$ cat src/ppgc_pkg.sv
// Purpose: constants and types of the pattern packet generator and checker
// Assumes: apb byte address = register index * 4, 16-bit data in low bits
// Notes:   interrupt status and mask sit at indices of their own
//
// Notes on behaviour
// writing send starts one fixed or incrementing packet when enabled, not random
// send bit drops by itself when the completion flag sets
// checker source field picks rgmii, rmii, mii tx or copper rx; resets 0x5
// generator destination field picks rgmii, rmii, mii rx or copper tx; resets 0x7
// continuous count mode: counter at max pulses and restarts from zero
// single count mode: any counter at max halts all counting
// checker input enable must be set for data and packet counts
// random select and enable set: random packets sent back to back forever
// random select set, enable clear: checker stays active
// random select clear, enable set: non-random packet generated
// random select and enable both clear: checker switched off
// generator enable bit turns the generator on and off
// length field sets payload bytes, without addresses and crc
// gap field sets idle bytes between consecutive packets
// fixed pattern enable repeats the four-bit pattern as payload
// completion flag sets once the requested crc packet is sent
// status word bit 0 freezes counters, bit 1 freezes then clears them
package ppgc_pkg;

   localparam logic [9:0]  IDX_CTRL     = 10'h119;
   localparam logic [9:0]  IDX_LEN      = 10'h11a;
   localparam logic [9:0]  IDX_GAP      = 10'h11b;
   localparam logic [9:0]  IDX_BYTES    = 10'h11c;
   localparam logic [9:0]  IDX_PKT_LO   = 10'h11d;
   localparam logic [9:0]  IDX_PKT_HI   = 10'h11e;
   localparam logic [9:0]  IDX_STAT     = 10'h11f;
   localparam logic [9:0]  IDX_IRQ_STS  = 10'h130;
   localparam logic [9:0]  IDX_IRQ_MSK  = 10'h131;

   localparam logic [15:0] CTRL_RST     = 16'h0574;
   localparam logic [15:0] LEN_RST      = 16'h05dc;
   localparam logic [15:0] GAP_RST      = 16'h007d;
   localparam logic [15:0] CTRL_WMASK   = 16'h177f;
   localparam logic [15:0] GAP_WMASK    = 16'h1fff;

   localparam int unsigned B_SEND       = 12;
   localparam int unsigned F_CHK_SEL    = 8;
   localparam int unsigned F_GEN_SEL    = 4;
   localparam int unsigned B_CNT_MODE   = 3;
   localparam int unsigned B_CHK_EN     = 2;
   localparam int unsigned B_RAND       = 1;
   localparam int unsigned B_GEN_EN     = 0;
   localparam int unsigned B_FIX_EN     = 12;
   localparam int unsigned F_FIX_PATT   = 8;
   localparam int unsigned F_GAP        = 0;
   localparam int unsigned B_CMD_FREEZE = 0;
   localparam int unsigned B_CMD_CLEAR  = 1;
   localparam int unsigned B_LOSS_KEEP  = 13;

   localparam logic [2:0]  PATH_RGMII   = 3'h0;
   localparam logic [2:0]  PATH_RMII    = 3'h2;
   localparam logic [2:0]  PATH_MII     = 3'h3;
   localparam logic [2:0]  PATH_COPPER  = 3'h5;

   localparam int unsigned IRQ_W        = 3;
   localparam int unsigned IRQ_DONE     = 0;
   localparam int unsigned IRQ_WRAP     = 1;
   localparam int unsigned IRQ_LOSS     = 2;

   localparam logic [15:0] HDR_LAST     = 16'h000b;
   localparam logic [15:0] CRC_LAST     = 16'h0003;
   // 12 header bytes plus the 4-byte delay line
   localparam logic [4:0]  POS_CHECK    = 5'h10;
   localparam logic [31:0] CRC_INIT     = 32'hffffffff;
   localparam logic [31:0] CRC_POLY     = 32'hedb88320;
   localparam logic [14:0] PRBS_SEED    = 15'h7fff;
   localparam logic [7:0]  DST_BYTE     = 8'hff;
   localparam logic [7:0]  SRC_BYTE     = 8'h02;
   localparam logic [15:0] BYTE_MAX     = 16'hffff;
   localparam logic [31:0] PKT_MAX      = 32'hffffffff;
   localparam logic [7:0]  ERR_MAX      = 8'hff;

   typedef struct packed {
      logic       valid;
      logic       last;
      logic [7:0] data;
   } ppgc_strm_t;

   typedef enum logic [2:0] {
      GS_IDLE = 3'b000,
      GS_HDR  = 3'b001,
      GS_PAY  = 3'b010,
      GS_CRC  = 3'b011,
      GS_GAP  = 3'b100
   } ppgc_gst_t;

endpackage

$ cat src/ppgc_top.sv
// Purpose: test traffic generator and pseudo-random checker, apb registers
// Assumes: traffic ports are same-clock logic, one byte per valid cycle
// Notes:   stream index 0 rgmii, 1 rmii, 2 mii, 3 copper
`timescale 1ns/1ps
module ppgc_top
   import ppgc_pkg::*;
#(
   parameter int unsigned LOCK_MATCHES = 8,
   parameter int unsigned LOSS_MISSES  = 4
)(
   // clock and reset
   input  wire logic             clk_sys,
   input  wire logic             arst_n,
   // apb slave
   input  wire logic             psel,
   input  wire logic             penable,
   input  wire logic             pwrite,
   input  wire logic [11:0]      paddr,
   input  wire logic [31:0]      pwdata,
   input  wire logic [3:0]       pstrb,
   output logic      [31:0]      prdata,
   output logic                  pready,
   output logic                  pslverr,
   // traffic
   input  wire ppgc_strm_t [3:0] chk_in,
   output ppgc_strm_t      [3:0] gen_out,
   // events
   output logic                  wrap_pulse,
   output logic                  irq
);

   if (LOCK_MATCHES < 1 || LOCK_MATCHES > 255 ||
       LOSS_MISSES < 1 || LOSS_MISSES > 255)
   begin : g_bad_param
      $error("lock thresholds must be 1 to 255");
   end

   localparam logic [7:0] LOCK_LAST = 8'(LOCK_MATCHES - 1);
   localparam logic [7:0] LOSS_LAST = 8'(LOSS_MISSES - 1);

   function automatic logic [3:0] path_onehot(input logic [2:0] code);
      case (code)
         PATH_RGMII:  path_onehot = 4'h1;
         PATH_RMII:   path_onehot = 4'h2;
         PATH_MII:    path_onehot = 4'h4;
         PATH_COPPER: path_onehot = 4'h8;
         default:     path_onehot = 4'h0;
      endcase
   endfunction

   function automatic logic [7:0] prbs_byte(input logic [14:0] s);
      logic [14:0] t;
      logic        b;
      t = s;
      prbs_byte = 8'h00;
      for (int i = 7; i >= 0; i--)
      begin
         b = t[14] ^ t[13];
         prbs_byte[i] = b;
         t = {t[13:0], b};
      end
   endfunction

   function automatic logic [31:0] crc_byte(input logic [31:0] c,
                                            input logic [7:0]  d);
      logic [31:0] r;
      r = c;
      for (int i = 0; i < 8; i++)
         r = (r >> 1) ^ (CRC_POLY & {32{r[0] ^ d[i]}});
      crc_byte = r;
   endfunction

   function automatic logic [3:0] ones(input logic [7:0] v);
      ones = 4'h0;
      for (int i = 0; i < 8; i++)
         ones = ones + {3'h0, v[i]};
   endfunction

   function automatic logic [15:0] merge16(input logic [15:0] old,
                                           input logic [31:0] wd,
                                           input logic [3:0]  st);
      merge16 = {st[1] ? wd[15:8] : old[15:8], st[0] ? wd[7:0] : old[7:0]};
   endfunction

   // registers
   logic [15:0]      ctrl_q, len_q, gap_q;
   logic [IRQ_W-1:0] ists_q, imsk_q;
   logic             done_q, lock_q, loss_q, halt_q, byte_ov_q, pkt_ov_q;
   logic [15:0]      bytes_q, snap_bytes_q;
   logic [31:0]      pkts_q, snap_pkts_q;
   logic [7:0]       errs_q, snap_errs_q;

   // apb decode
   wire  [9:0]  pidx     = paddr[11:2];
   wire         setup    = psel & ~penable;
   wire         wr       = psel & penable & pready & pwrite;
   wire         hit      = pidx == IDX_CTRL || pidx == IDX_LEN ||
                           pidx == IDX_GAP || pidx == IDX_BYTES ||
                           pidx == IDX_PKT_LO || pidx == IDX_PKT_HI ||
                           pidx == IDX_STAT || pidx == IDX_IRQ_STS ||
                           pidx == IDX_IRQ_MSK;
   wire         wr_ctrl  = wr & (pidx == IDX_CTRL);
   wire         wr_len   = wr & (pidx == IDX_LEN);
   wire         wr_gap   = wr & (pidx == IDX_GAP);
   wire         wr_stat  = wr & (pidx == IDX_STAT) & pstrb[0];
   wire         wr_ists  = wr & (pidx == IDX_IRQ_STS) & pstrb[0];
   wire         wr_imsk  = wr & (pidx == IDX_IRQ_MSK) & pstrb[0];
   wire         clr_cmd  = wr_stat & pwdata[B_CMD_CLEAR];
   wire         frz_cmd  = wr_stat & (pwdata[B_CMD_FREEZE] |
                                      pwdata[B_CMD_CLEAR]);

   // control fields
   wire         gen_en   = ctrl_q[B_GEN_EN];
   wire         rand_sel = ctrl_q[B_RAND];
   wire         send     = ctrl_q[B_SEND];
   wire         cont     = ctrl_q[B_CNT_MODE];
   wire  [3:0]  gen_oh   = path_onehot(ctrl_q[F_GEN_SEL +: 3]);
   wire  [3:0]  chk_oh   = path_onehot(ctrl_q[F_CHK_SEL +: 3]);
   wire  [7:0]  ipg      = gap_q[F_GAP +: 8];
   wire  [3:0]  patt     = gap_q[F_FIX_PATT +: 4];
   wire         fix_en   = gap_q[B_FIX_EN];

   // generator
   ppgc_gst_t   gst_q, gst_d;
   logic [15:0] gcnt_q, gcnt_d;
   logic [31:0] crc_q;
   logic [14:0] gps_q;
   logic        pkt_end;

   always_comb
   begin
      gst_d   = gst_q;
      gcnt_d  = gcnt_q + 16'h0001;
      pkt_end = 1'b0;
      if (!gen_en)
      begin
         gst_d  = GS_IDLE;
         gcnt_d = '0;
      end
      else
         case (gst_q)
            GS_IDLE:
            begin
               gcnt_d = '0;
               if (rand_sel | send)
                  gst_d = GS_HDR;
            end
            GS_HDR:
               if (gcnt_q == HDR_LAST)
               begin
                  gcnt_d = '0;
                  gst_d  = (len_q == '0) ? GS_CRC : GS_PAY;
               end
            GS_PAY:
               if (gcnt_q == len_q - 16'h0001)
               begin
                  gcnt_d = '0;
                  gst_d  = GS_CRC;
               end
            GS_CRC:
               if (gcnt_q == CRC_LAST)
               begin
                  pkt_end = 1'b1;
                  gcnt_d  = '0;
                  if (ipg != '0)
                     gst_d = GS_GAP;
                  else
                     gst_d = rand_sel ? GS_HDR : GS_IDLE;
               end
            GS_GAP:
               if (gcnt_q == {8'h00, ipg} - 16'h0001)
               begin
                  gcnt_d = '0;
                  gst_d  = rand_sel ? GS_HDR : GS_IDLE;
               end
            default:
            begin
               gst_d  = GS_IDLE;
               gcnt_d = '0;
            end
         endcase
   end

   wire         enter_hdr = (gst_d == GS_HDR) & (gst_q != GS_HDR);
   wire         done_set  = pkt_end & ~rand_sel;
   wire  [31:0] crc_inv   = ~crc_q;
   wire  [7:0]  hdr_b     = (gcnt_q < 16'h0006) ? DST_BYTE :
                            (gcnt_q == 16'h0006) ? SRC_BYTE : gcnt_q[7:0];
   wire  [7:0]  prbs_b    = prbs_byte(gps_q);
   wire  [7:0]  pay_b     = fix_en   ? {patt, patt} :
                            rand_sel ? prbs_b : gcnt_q[7:0];
   wire  [7:0]  cur_b     = (gst_q == GS_HDR) ? hdr_b :
                            (gst_q == GS_PAY) ? pay_b :
                            crc_inv[{gcnt_q[1:0], 3'b000} +: 8];
   wire         cur_v     = gen_en & ((gst_q == GS_HDR) |
                            (gst_q == GS_PAY) | (gst_q == GS_CRC));
   wire         cur_last  = (gst_q == GS_CRC) & (gcnt_q == CRC_LAST);
   wire         in_frame  = (gst_q == GS_HDR) | (gst_q == GS_PAY);

   always_ff @(posedge clk_sys or negedge arst_n)
      if (!arst_n)
      begin
         gst_q  <= GS_IDLE;
         gcnt_q <= '0;
      end
      else
      begin
         gst_q  <= gst_d;
         gcnt_q <= gcnt_d;
      end

   always_ff @(posedge clk_sys or negedge arst_n)
      if (!arst_n)
      begin
         crc_q <= CRC_INIT;
         gps_q <= PRBS_SEED;
      end
      else
      begin
         if (enter_hdr)
            crc_q <= CRC_INIT;
         else if (cur_v & in_frame)
            crc_q <= crc_byte(crc_q, cur_b);
         if (cur_v & (gst_q == GS_PAY) & rand_sel)
            gps_q <= {gps_q[6:0], prbs_b};
      end

   for (genvar i = 0; i < 4; i++)
   begin : g_out
      always_ff @(posedge clk_sys or negedge arst_n)
         if (!arst_n)
            gen_out[i] <= '0;
         else
            gen_out[i] <= '{valid: cur_v & gen_oh[i],
                            last:  cur_last, data: cur_b};
   end

   // checker
   ppgc_strm_t  chk_s;
   logic [4:0]  pos_q;
   logic [7:0]  pipe_q [4];
   logic [14:0] cst_q;
   logic [7:0]  run_q, miss_q;

   always_comb
   begin
      chk_s = '0;
      for (int i = 0; i < 4; i++)
         if (chk_oh[i])
            chk_s = chk_in[i];
   end

   wire         chk_on   = ctrl_q[B_CHK_EN] & (rand_sel | gen_en);
   wire         rx       = chk_on & chk_s.valid;
   wire         chk_now  = rx & (pos_q >= POS_CHECK);
   wire  [7:0]  pred     = prbs_byte(cst_q);
   wire         match    = pipe_q[3] == pred;
   wire         miss_end = chk_now & lock_q & ~match & (miss_q == LOSS_LAST);
   wire         lock_set = chk_now & ~lock_q & match & (run_q == LOCK_LAST);

   always_ff @(posedge clk_sys or negedge arst_n)
      if (!arst_n)
      begin
         pos_q  <= '0;
         pipe_q <= '{default: '0};
         cst_q  <= PRBS_SEED;
      end
      else if (rx)
      begin
         pos_q  <= chk_s.last ? '0 :
                   (pos_q == POS_CHECK) ? pos_q : pos_q + 5'h01;
         pipe_q <= '{chk_s.data, pipe_q[0], pipe_q[1], pipe_q[2]};
         if (chk_now)
            cst_q <= {cst_q[6:0], pipe_q[3]};
      end

   always_ff @(posedge clk_sys or negedge arst_n)
      if (!arst_n)
      begin
         lock_q <= 1'b0;
         run_q  <= '0;
         miss_q <= '0;
      end
      else if (!chk_on)
      begin
         lock_q <= 1'b0;
         run_q  <= '0;
         miss_q <= '0;
      end
      else if (chk_now)
      begin
         lock_q <= (lock_q & ~miss_end) | lock_set;
         run_q  <= (match & ~lock_set) ? run_q + 8'h01 : '0;
         miss_q <= (match | miss_end) ? '0 : miss_q + 8'h01;
      end

   // counters
   wire         byte_inc = rx & ~halt_q;
   wire         pkt_inc  = rx & chk_s.last & ~halt_q;
   wire  [3:0]  err_bits = (chk_now & lock_q & ~halt_q) ?
                           ones(pipe_q[3] ^ pred) : 4'h0;
   wire  [8:0]  err_sum  = {1'b0, errs_q} + {5'h00, err_bits};
   wire         byte_top = byte_inc & (bytes_q == BYTE_MAX);
   wire         pkt_top  = pkt_inc & (pkts_q == PKT_MAX);
   wire         err_top  = err_sum[8];
   wire         wrap_evt = cont & (byte_top | pkt_top | err_top);
   wire  [15:0] bytes_d  = byte_top ? '0 : bytes_q + {15'h0, byte_inc};
   wire  [31:0] pkts_d   = pkt_top ? '0 : pkts_q + {31'h0, pkt_inc};
   wire  [7:0]  errs_d   = (err_top & ~cont) ? ERR_MAX : err_sum[7:0];
   wire         at_max   = bytes_d == BYTE_MAX || pkts_d == PKT_MAX ||
                           errs_d == ERR_MAX;

   always_ff @(posedge clk_sys or negedge arst_n)
      if (!arst_n)
      begin
         bytes_q <= '0;
         pkts_q  <= '0;
         errs_q  <= '0;
      end
      else if (clr_cmd)
      begin
         bytes_q <= '0;
         pkts_q  <= '0;
         errs_q  <= '0;
      end
      else
      begin
         bytes_q <= bytes_d;
         pkts_q  <= pkts_d;
         errs_q  <= errs_d;
      end

   always_ff @(posedge clk_sys or negedge arst_n)
      if (!arst_n)
      begin
         halt_q    <= 1'b0;
         byte_ov_q <= 1'b0;
         pkt_ov_q  <= 1'b0;
      end
      else if (clr_cmd)
      begin
         halt_q    <= 1'b0;
         byte_ov_q <= 1'b0;
         pkt_ov_q  <= 1'b0;
      end
      else
      begin
         halt_q    <= halt_q | (~cont & at_max);
         byte_ov_q <= byte_ov_q | (bytes_d == BYTE_MAX) | byte_top;
         pkt_ov_q  <= pkt_ov_q | (pkts_d == PKT_MAX) | pkt_top;
      end

   always_ff @(posedge clk_sys or negedge arst_n)
      if (!arst_n)
      begin
         snap_bytes_q <= '0;
         snap_pkts_q  <= '0;
         snap_errs_q  <= '0;
      end
      else if (frz_cmd)
      begin
         snap_bytes_q <= bytes_q;
         snap_pkts_q  <= pkts_q;
         snap_errs_q  <= errs_q;
      end

   // control and status registers
   wire  [15:0] ctrl_wr  = merge16(ctrl_q, pwdata, pstrb) & CTRL_WMASK;
   wire  [15:0] ctrl_d   = wr_ctrl ? ctrl_wr :
                           (ctrl_q & ~({15'h0, done_set} << B_SEND));
   wire         loss_clr = wr_stat & ~pwdata[B_LOSS_KEEP];
   wire  [IRQ_W-1:0] ev  = {miss_end, wrap_evt, done_set};

   always_ff @(posedge clk_sys or negedge arst_n)
      if (!arst_n)
      begin
         ctrl_q <= CTRL_RST;
         len_q  <= LEN_RST;
         gap_q  <= GAP_RST;
         imsk_q <= '0;
      end
      else
      begin
         ctrl_q <= ctrl_d;
         len_q  <= wr_len ? merge16(len_q, pwdata, pstrb) : len_q;
         gap_q  <= wr_gap ? merge16(gap_q, pwdata, pstrb) & GAP_WMASK
                          : gap_q;
         imsk_q <= wr_imsk ? pwdata[IRQ_W-1:0] : imsk_q;
      end

   always_ff @(posedge clk_sys or negedge arst_n)
      if (!arst_n)
      begin
         done_q     <= 1'b0;
         loss_q     <= 1'b0;
         ists_q     <= '0;
         irq        <= 1'b0;
         wrap_pulse <= 1'b0;
      end
      else
      begin
         done_q     <= done_set | (done_q & ~(enter_hdr & ~rand_sel));
         loss_q     <= miss_end | (loss_q & ~loss_clr);
         ists_q     <= ev | (ists_q & ~(wr_ists ? pwdata[IRQ_W-1:0] : '0));
         irq        <= |(ists_q & imsk_q);
         wrap_pulse <= wrap_evt;
      end

   // apb answer
   wire  [15:0] stat_rd  = {2'b00, loss_q, done_q, gst_q != GS_IDLE,
                            pkt_ov_q, byte_ov_q, lock_q, snap_errs_q};
   wire  [15:0] rd_word  =
      (pidx == IDX_CTRL)    ? ctrl_q :
      (pidx == IDX_LEN)     ? len_q :
      (pidx == IDX_GAP)     ? gap_q :
      (pidx == IDX_BYTES)   ? snap_bytes_q :
      (pidx == IDX_PKT_LO)  ? snap_pkts_q[15:0] :
      (pidx == IDX_PKT_HI)  ? snap_pkts_q[31:16] :
      (pidx == IDX_STAT)    ? stat_rd :
      (pidx == IDX_IRQ_STS) ? {13'h0, ists_q} :
      (pidx == IDX_IRQ_MSK) ? {13'h0, imsk_q} : 16'h0000;

   always_ff @(posedge clk_sys or negedge arst_n)
      if (!arst_n)
      begin
         pready  <= 1'b0;
         pslverr <= 1'b0;
         prdata  <= '0;
      end
      else
      begin
         pready  <= setup;
         pslverr <= setup & ~hit;
         prdata  <= setup ? {16'h0000, rd_word} : prdata;
      end
endmodule

$ cat config.mk
export PLATFORM = sky130hd
export DESIGN_NAME = ppgc_top
export DESIGN_NICKNAME = d
export VERILOG_FILES = /design/src/ppgc_pkg.sv /design/src/ppgc_top.sv
export SDC_FILE = /design/constraint.sdc
export NUM_CORES = 1
export LEC_CHECK = 0
export ABC_AREA = 0
export BUFFER_PORTS_ARGS = -buffer_cell sky130_fd_sc_hd__buf_2
export CAP_MARGIN = 20
export CORE_UTILIZATION = 50
export CTS_CLUSTER_DIAMETER = 50
export CTS_CLUSTER_SIZE = 40
export DETAILED_ROUTE_END_ITERATION = 10
export PLACE_DENSITY = 0.69
export SLEW_MARGIN = 5
export SYNTH_ARGS = -nofsm -noshare
export SYNTH_HDL_FRONTEND = slang
export SYNTH_SLANG_ARGS = --single-unit
export TNS_END_PERCENT = 50
$ cat constraint.sdc
create_clock -name clk_sys -period 16.93 [get_ports clk_sys]
set_input_delay 3.386 -clock clk_sys [delete_from_list [all_inputs] [get_ports clk_sys]]
set_output_delay 3.386 -clock clk_sys [all_outputs]
set_load 0.005 [all_outputs]
==> impl_results.rst <==
.. list-table::
   :header-rows: 1

   * - Metric
     - Value
   * - Count of endpoints failing setup in the final report
     - 0
   * - Gpl congestion
     - 0.912
   * - Die width
     - 194 µm
   * - Fin. max-slew vios
     - 0
   * - Worst-case clock skew
     - 0.0193 ns
   * - WHS Path Cells
     - 2
   * - Worst Hold End
     - cst_q[12]
   * - Hold buffers post-CTS
     - 0
   * - Required time of the critical path
     - 17.37 ns
   * - Reg2Reg Launch Point
     - ctrl_q[9]
   * - CTS HTree Levels
     - 2
   * - Postcts setup bufs
     - 0
   * - Count of flip-flops with a built-in enable after synthesis
     - 0
   * - CTS tree
     - done
   * - Max-cap violations
     - 0
   * - Die Span Y
     - 194 µm
   * - Synth Instances
     - 1760
   * - Vias in the first global route
     - 13200
   * - Drt initial violations
     - 932
   * - Maximum number of pins on one net before global-route repair
     - 116
   * - Leakage
     - 0.00943 µW
   * - Seq cells post-synth
     - 331
   * - Synthesized cell area
     - 18500 µm²
   * - Slew @ Worst Pin
     - 1.10 ns
   * - Final number of hold-violating endpoints
     - 0
   * - Initial Utilization
     - 50.6%
   * - Reg clk slew, reported paths
     - 0.06 ns
   * - Post-detailed-route wirelength per cell
     - 19.6 µm
   * - DR DRC count
     - 0
   * - Min-Delay Path Class
     - reg -> reg
   * - Worst Path Class, Setup
     - in -> reg
   * - CP max FO
     - 36
   * - TritonCTS Buffers
     - 35
   * - Cell class contributing the biggest share of worst-path delay
     - simple AND/OR/NAND/NOR gates
   * - Number of antenna violations at the first check in global routing
     - 5
   * - GRT Util Overall
     - 24.4%
   * - Synth async-reset ratio
     - 100%
   * - Highest clock frequency the design can meet
     - 126 MHz
   * - Total I/O pin count
     - 169
   * - Nets
     - 1940
   * - Layout cell share with drive strength beyond 1
     - 27.4%
   * - Final-layout fill cell count
     - 3117
   * - Buffer depth of the longest clock path
     - 3
   * - Most used flip-flop cell after synthesis
     - sky130_fd_sc_hd__dfrtp_1
   * - Hold Startpoint
     - cst_q[4]
   * - Post-Synthesis Mean Instance Area
     - 10.5 µm²
   * - Count of vias placed by the detailed router
     - 13500
   * - First-pass iteration count of the detailed router
     - 7
   * - Quantity of I/O buffers inserted on ports
     - 132
   * - Cell chosen for the clock root
     - sky130_fd_sc_hd__clkbuf_16
   * - Setup tns final
     - 0 ns
   * - Area inside the core boundary
     - 36500 µm²
   * - Leading post-synthesis cells by cell area
     - sky130_fd_sc_hd__dfrtp_1 (34%), sky130_fd_sc_hd__dfstp_2 (12%), sky130_fd_sc_hd__mux2_2 (8.9%)
   * - Die Footprint
     - 37800 µm²
   * - Gates resized, CTS repair
     - 0
   * - Number of sinks driven by the clock tree
     - 331
   * - Crit path cell chain
     - buf_2, mux2_2, a22oi_1, o2bb2ai_1, nand2_2, buf_4, nor3_1, ha_1, ha_1, inv_1, nor4_1, nor2b_1, nand2_1, xor2_1, or4_1, a221oi_1
   * - CP dominant cell by count
     - sky130_fd_sc_hd__ha_1
   * - Worst supply voltage drop on vdd
     - 217 µV
   * - Number of cells on the worst reg-to-reg path
     - 15
   * - Number of unique standard cell types used by synthesis
     - 97
   * - Synth area leader
     - sky130_fd_sc_hd__dfrtp_1
   * - Total number of yosys warnings
     - 0
   * - Stage delay of the slowest cell on the critical path
     - 0.80 ns
   * - DP Wirelength
     - 32.3 mm
   * - Total global routing overflow
     - 0
   * - Critical Path Slowest Stage Cell
     - sky130_fd_sc_hd__nor4_1
   * - Register-to-register setup slack
     - 10.88 ns
   * - Wire length of the first global-routing pass
     - 72.9 mm
   * - Sequential area share after synthesis
     - 45.3%
   * - Row Count
     - 70
   * - Tmin final
     - 7.95 ns
   * - End-of-flow core utilization
     - 56.1%
   * - Total length of routed wires
     - 45.4 mm
   * - Final ANT Viol Nets
     - 0
   * - Crit path DAT
     - 8.39 ns
   * - Power density over the cells
     - 174 nW/µm²
   * - Status
     - completed
   * - RSZ-0062 raised after global routing
     - no
   * - Endpoint of the most critical register-to-register path
     - halt_q
   * - Ratio of final minimum period to clock period
     - 47.0%
   * - Layout area overhead
     - 10.7%
   * - Number of vias per cell
     - 5.80
   * - Latest clock arrival within the worst-skew pair
     - 0.55 ns
   * - Element type at the critical path end
     - flip-flop
   * - Remaining max-slew budget at the tightest pin
     - 26.0%
   * - Buffers plus inverters on the worst setup path
     - 3
   * - Startpoint kind of the worst setup timing path
     - input port
   * - Proportion of netlist area held by the largest area contributor
     - 33.8%
[power by group]
part	internal, µW	total [µW]	switching, µW
Combinational	950	1690	741
Sequential	954	1040	88.3
Clock	479	834	354
[area by class of cell]
cell class              instances  area, µm²  area share [%]
diodes                          5       12.5          0.0611
clock buffers                  41        950            4.64
clock inverters                22        304            1.49
inverters                      37        139           0.678
multi-input cells            1263       9270            45.3
flip-flops and latches        331       8380            41.0
well taps                     468        586            2.86
repair buffers                152        826            4.03
[cells in the mapped netlist (37+ instances only)]
library cell	n
sky130_fd_sc_hd__buf_4	47
sky130_fd_sc_hd__nand2_1	186
sky130_fd_sc_hd__nor2_1	161
sky130_fd_sc_hd__inv_1	37
sky130_fd_sc_hd__xor2_1	77
sky130_fd_sc_hd__dfrtp_1	250
sky130_fd_sc_hd__o21ai_0	71
sky130_fd_sc_hd__nand3_1	49
sky130_fd_sc_hd__clkbuf_1	74
sky130_fd_sc_hd__a21oi_1	59
sky130_fd_sc_hd__xnor2_1	92
sky130_fd_sc_hd__dfstp_2	81
sky130_fd_sc_hd__mux2_2	147
[tightest hold or removal path: stages (launching register included)]
cell and delay [ns]:
sky130_fd_sc_hd__dfstp_2 0.37, sky130_fd_sc_hd__nand2_1 0.05, sky130_fd_sc_hd__nand2_1 0.04
[through the flow]
stage	area (µm²)	setup WS (ns)	cells	power, µW	hold WS [ns]
2_1_floorplan	18600	10.03	1775	2480	0.435
5_1_grt	20500	8.53	2316	3760	0.466
6_report	20500	8.98	2319	3570	0.456
3_5_place_dp	19200	8.44	2248	2740	0.446
4_1_cts	20400	8.97	2311	3590	0.456
3_3_place_gp	19200	8.50	2248	2700	0.440
[logic make-up (layout without fill, tap and decap cells)]
family | Yosys count | after routing | synth area share (%)
multiplexers | 177 | 177 | 11.9
other | 1 | 21 | 0.0203
XOR/XNOR | 192 | 192 | 10.8
flip-flops | 331 | 331 | 45.3
adder cells (fa/ha/maj) | 27 | 27 | 2.03
buffers and inverters | 181 | 252 | 4.97
AND/OR/NAND/NOR | 588 | 588 | 15.5
AO/OA/AOI/OAI | 263 | 263 | 9.46
[flip-flops by register name, indices dropped and copies added (netlist names), 16 cells and up]
signal / count
snap_pkts_q: 32
pipe_q: 32
len_q: 16
pkts_q: 32
prdata: 16
bytes_q: 16
snap_bytes_q: 16
gcnt_q: 16
crc_q: 32
[placed cells by master, fill, tap and decap left out, drive strengths merged, types with 6 or more instances in the layout]
master / n
nand2b: 7
nor4: 23
clkinv: 7
nor2b: 13
a21oi: 59
or4: 11
nand2: 187
nor3b: 6
mux2i: 11
xnor3: 12
clkbuf: 42
a22oi: 21
dfrtp: 250
a31oi: 11
a222oi: 9
inv: 47
xnor2: 97
nand4: 22
nand3: 49
mux2: 147
o21ai: 73
nor3: 28
and3: 26
mux4: 19
and4: 7
o211ai: 27
a21o: 8
ha: 22
nor2: 161
buf: 151
dfstp: 81
nand3b: 8
and2: 14
conb: 16
a211oi: 6
xor2: 78
[routing by layer]
metal / wire (µm) / track usage (%)
met4: 1530 / 9.29
met1: 19300 / 32.4
met2: 22100 / 40.2
met3: 2380 / 3.94
met5: 0 / 0
[worst max-delay path by stage]
stage | from | to | slack [ns] | cells past startpoint
2_1_floorplan | chk_in[29] | halt_q | 10.03 | 15
3_3_place_gp | chk_in[29] | halt_q | 8.50 | 16
3_5_place_dp | chk_in[29] | halt_q | 8.44 | 16
4_1_cts | chk_in[29] | halt_q | 8.97 | 16
5_1_grt | chk_in[29] | halt_q | 8.53 | 16
6_report | chk_in[29] | halt_q | 8.98 | 16
Note: power is estimated with default switching activity, not from simulation.
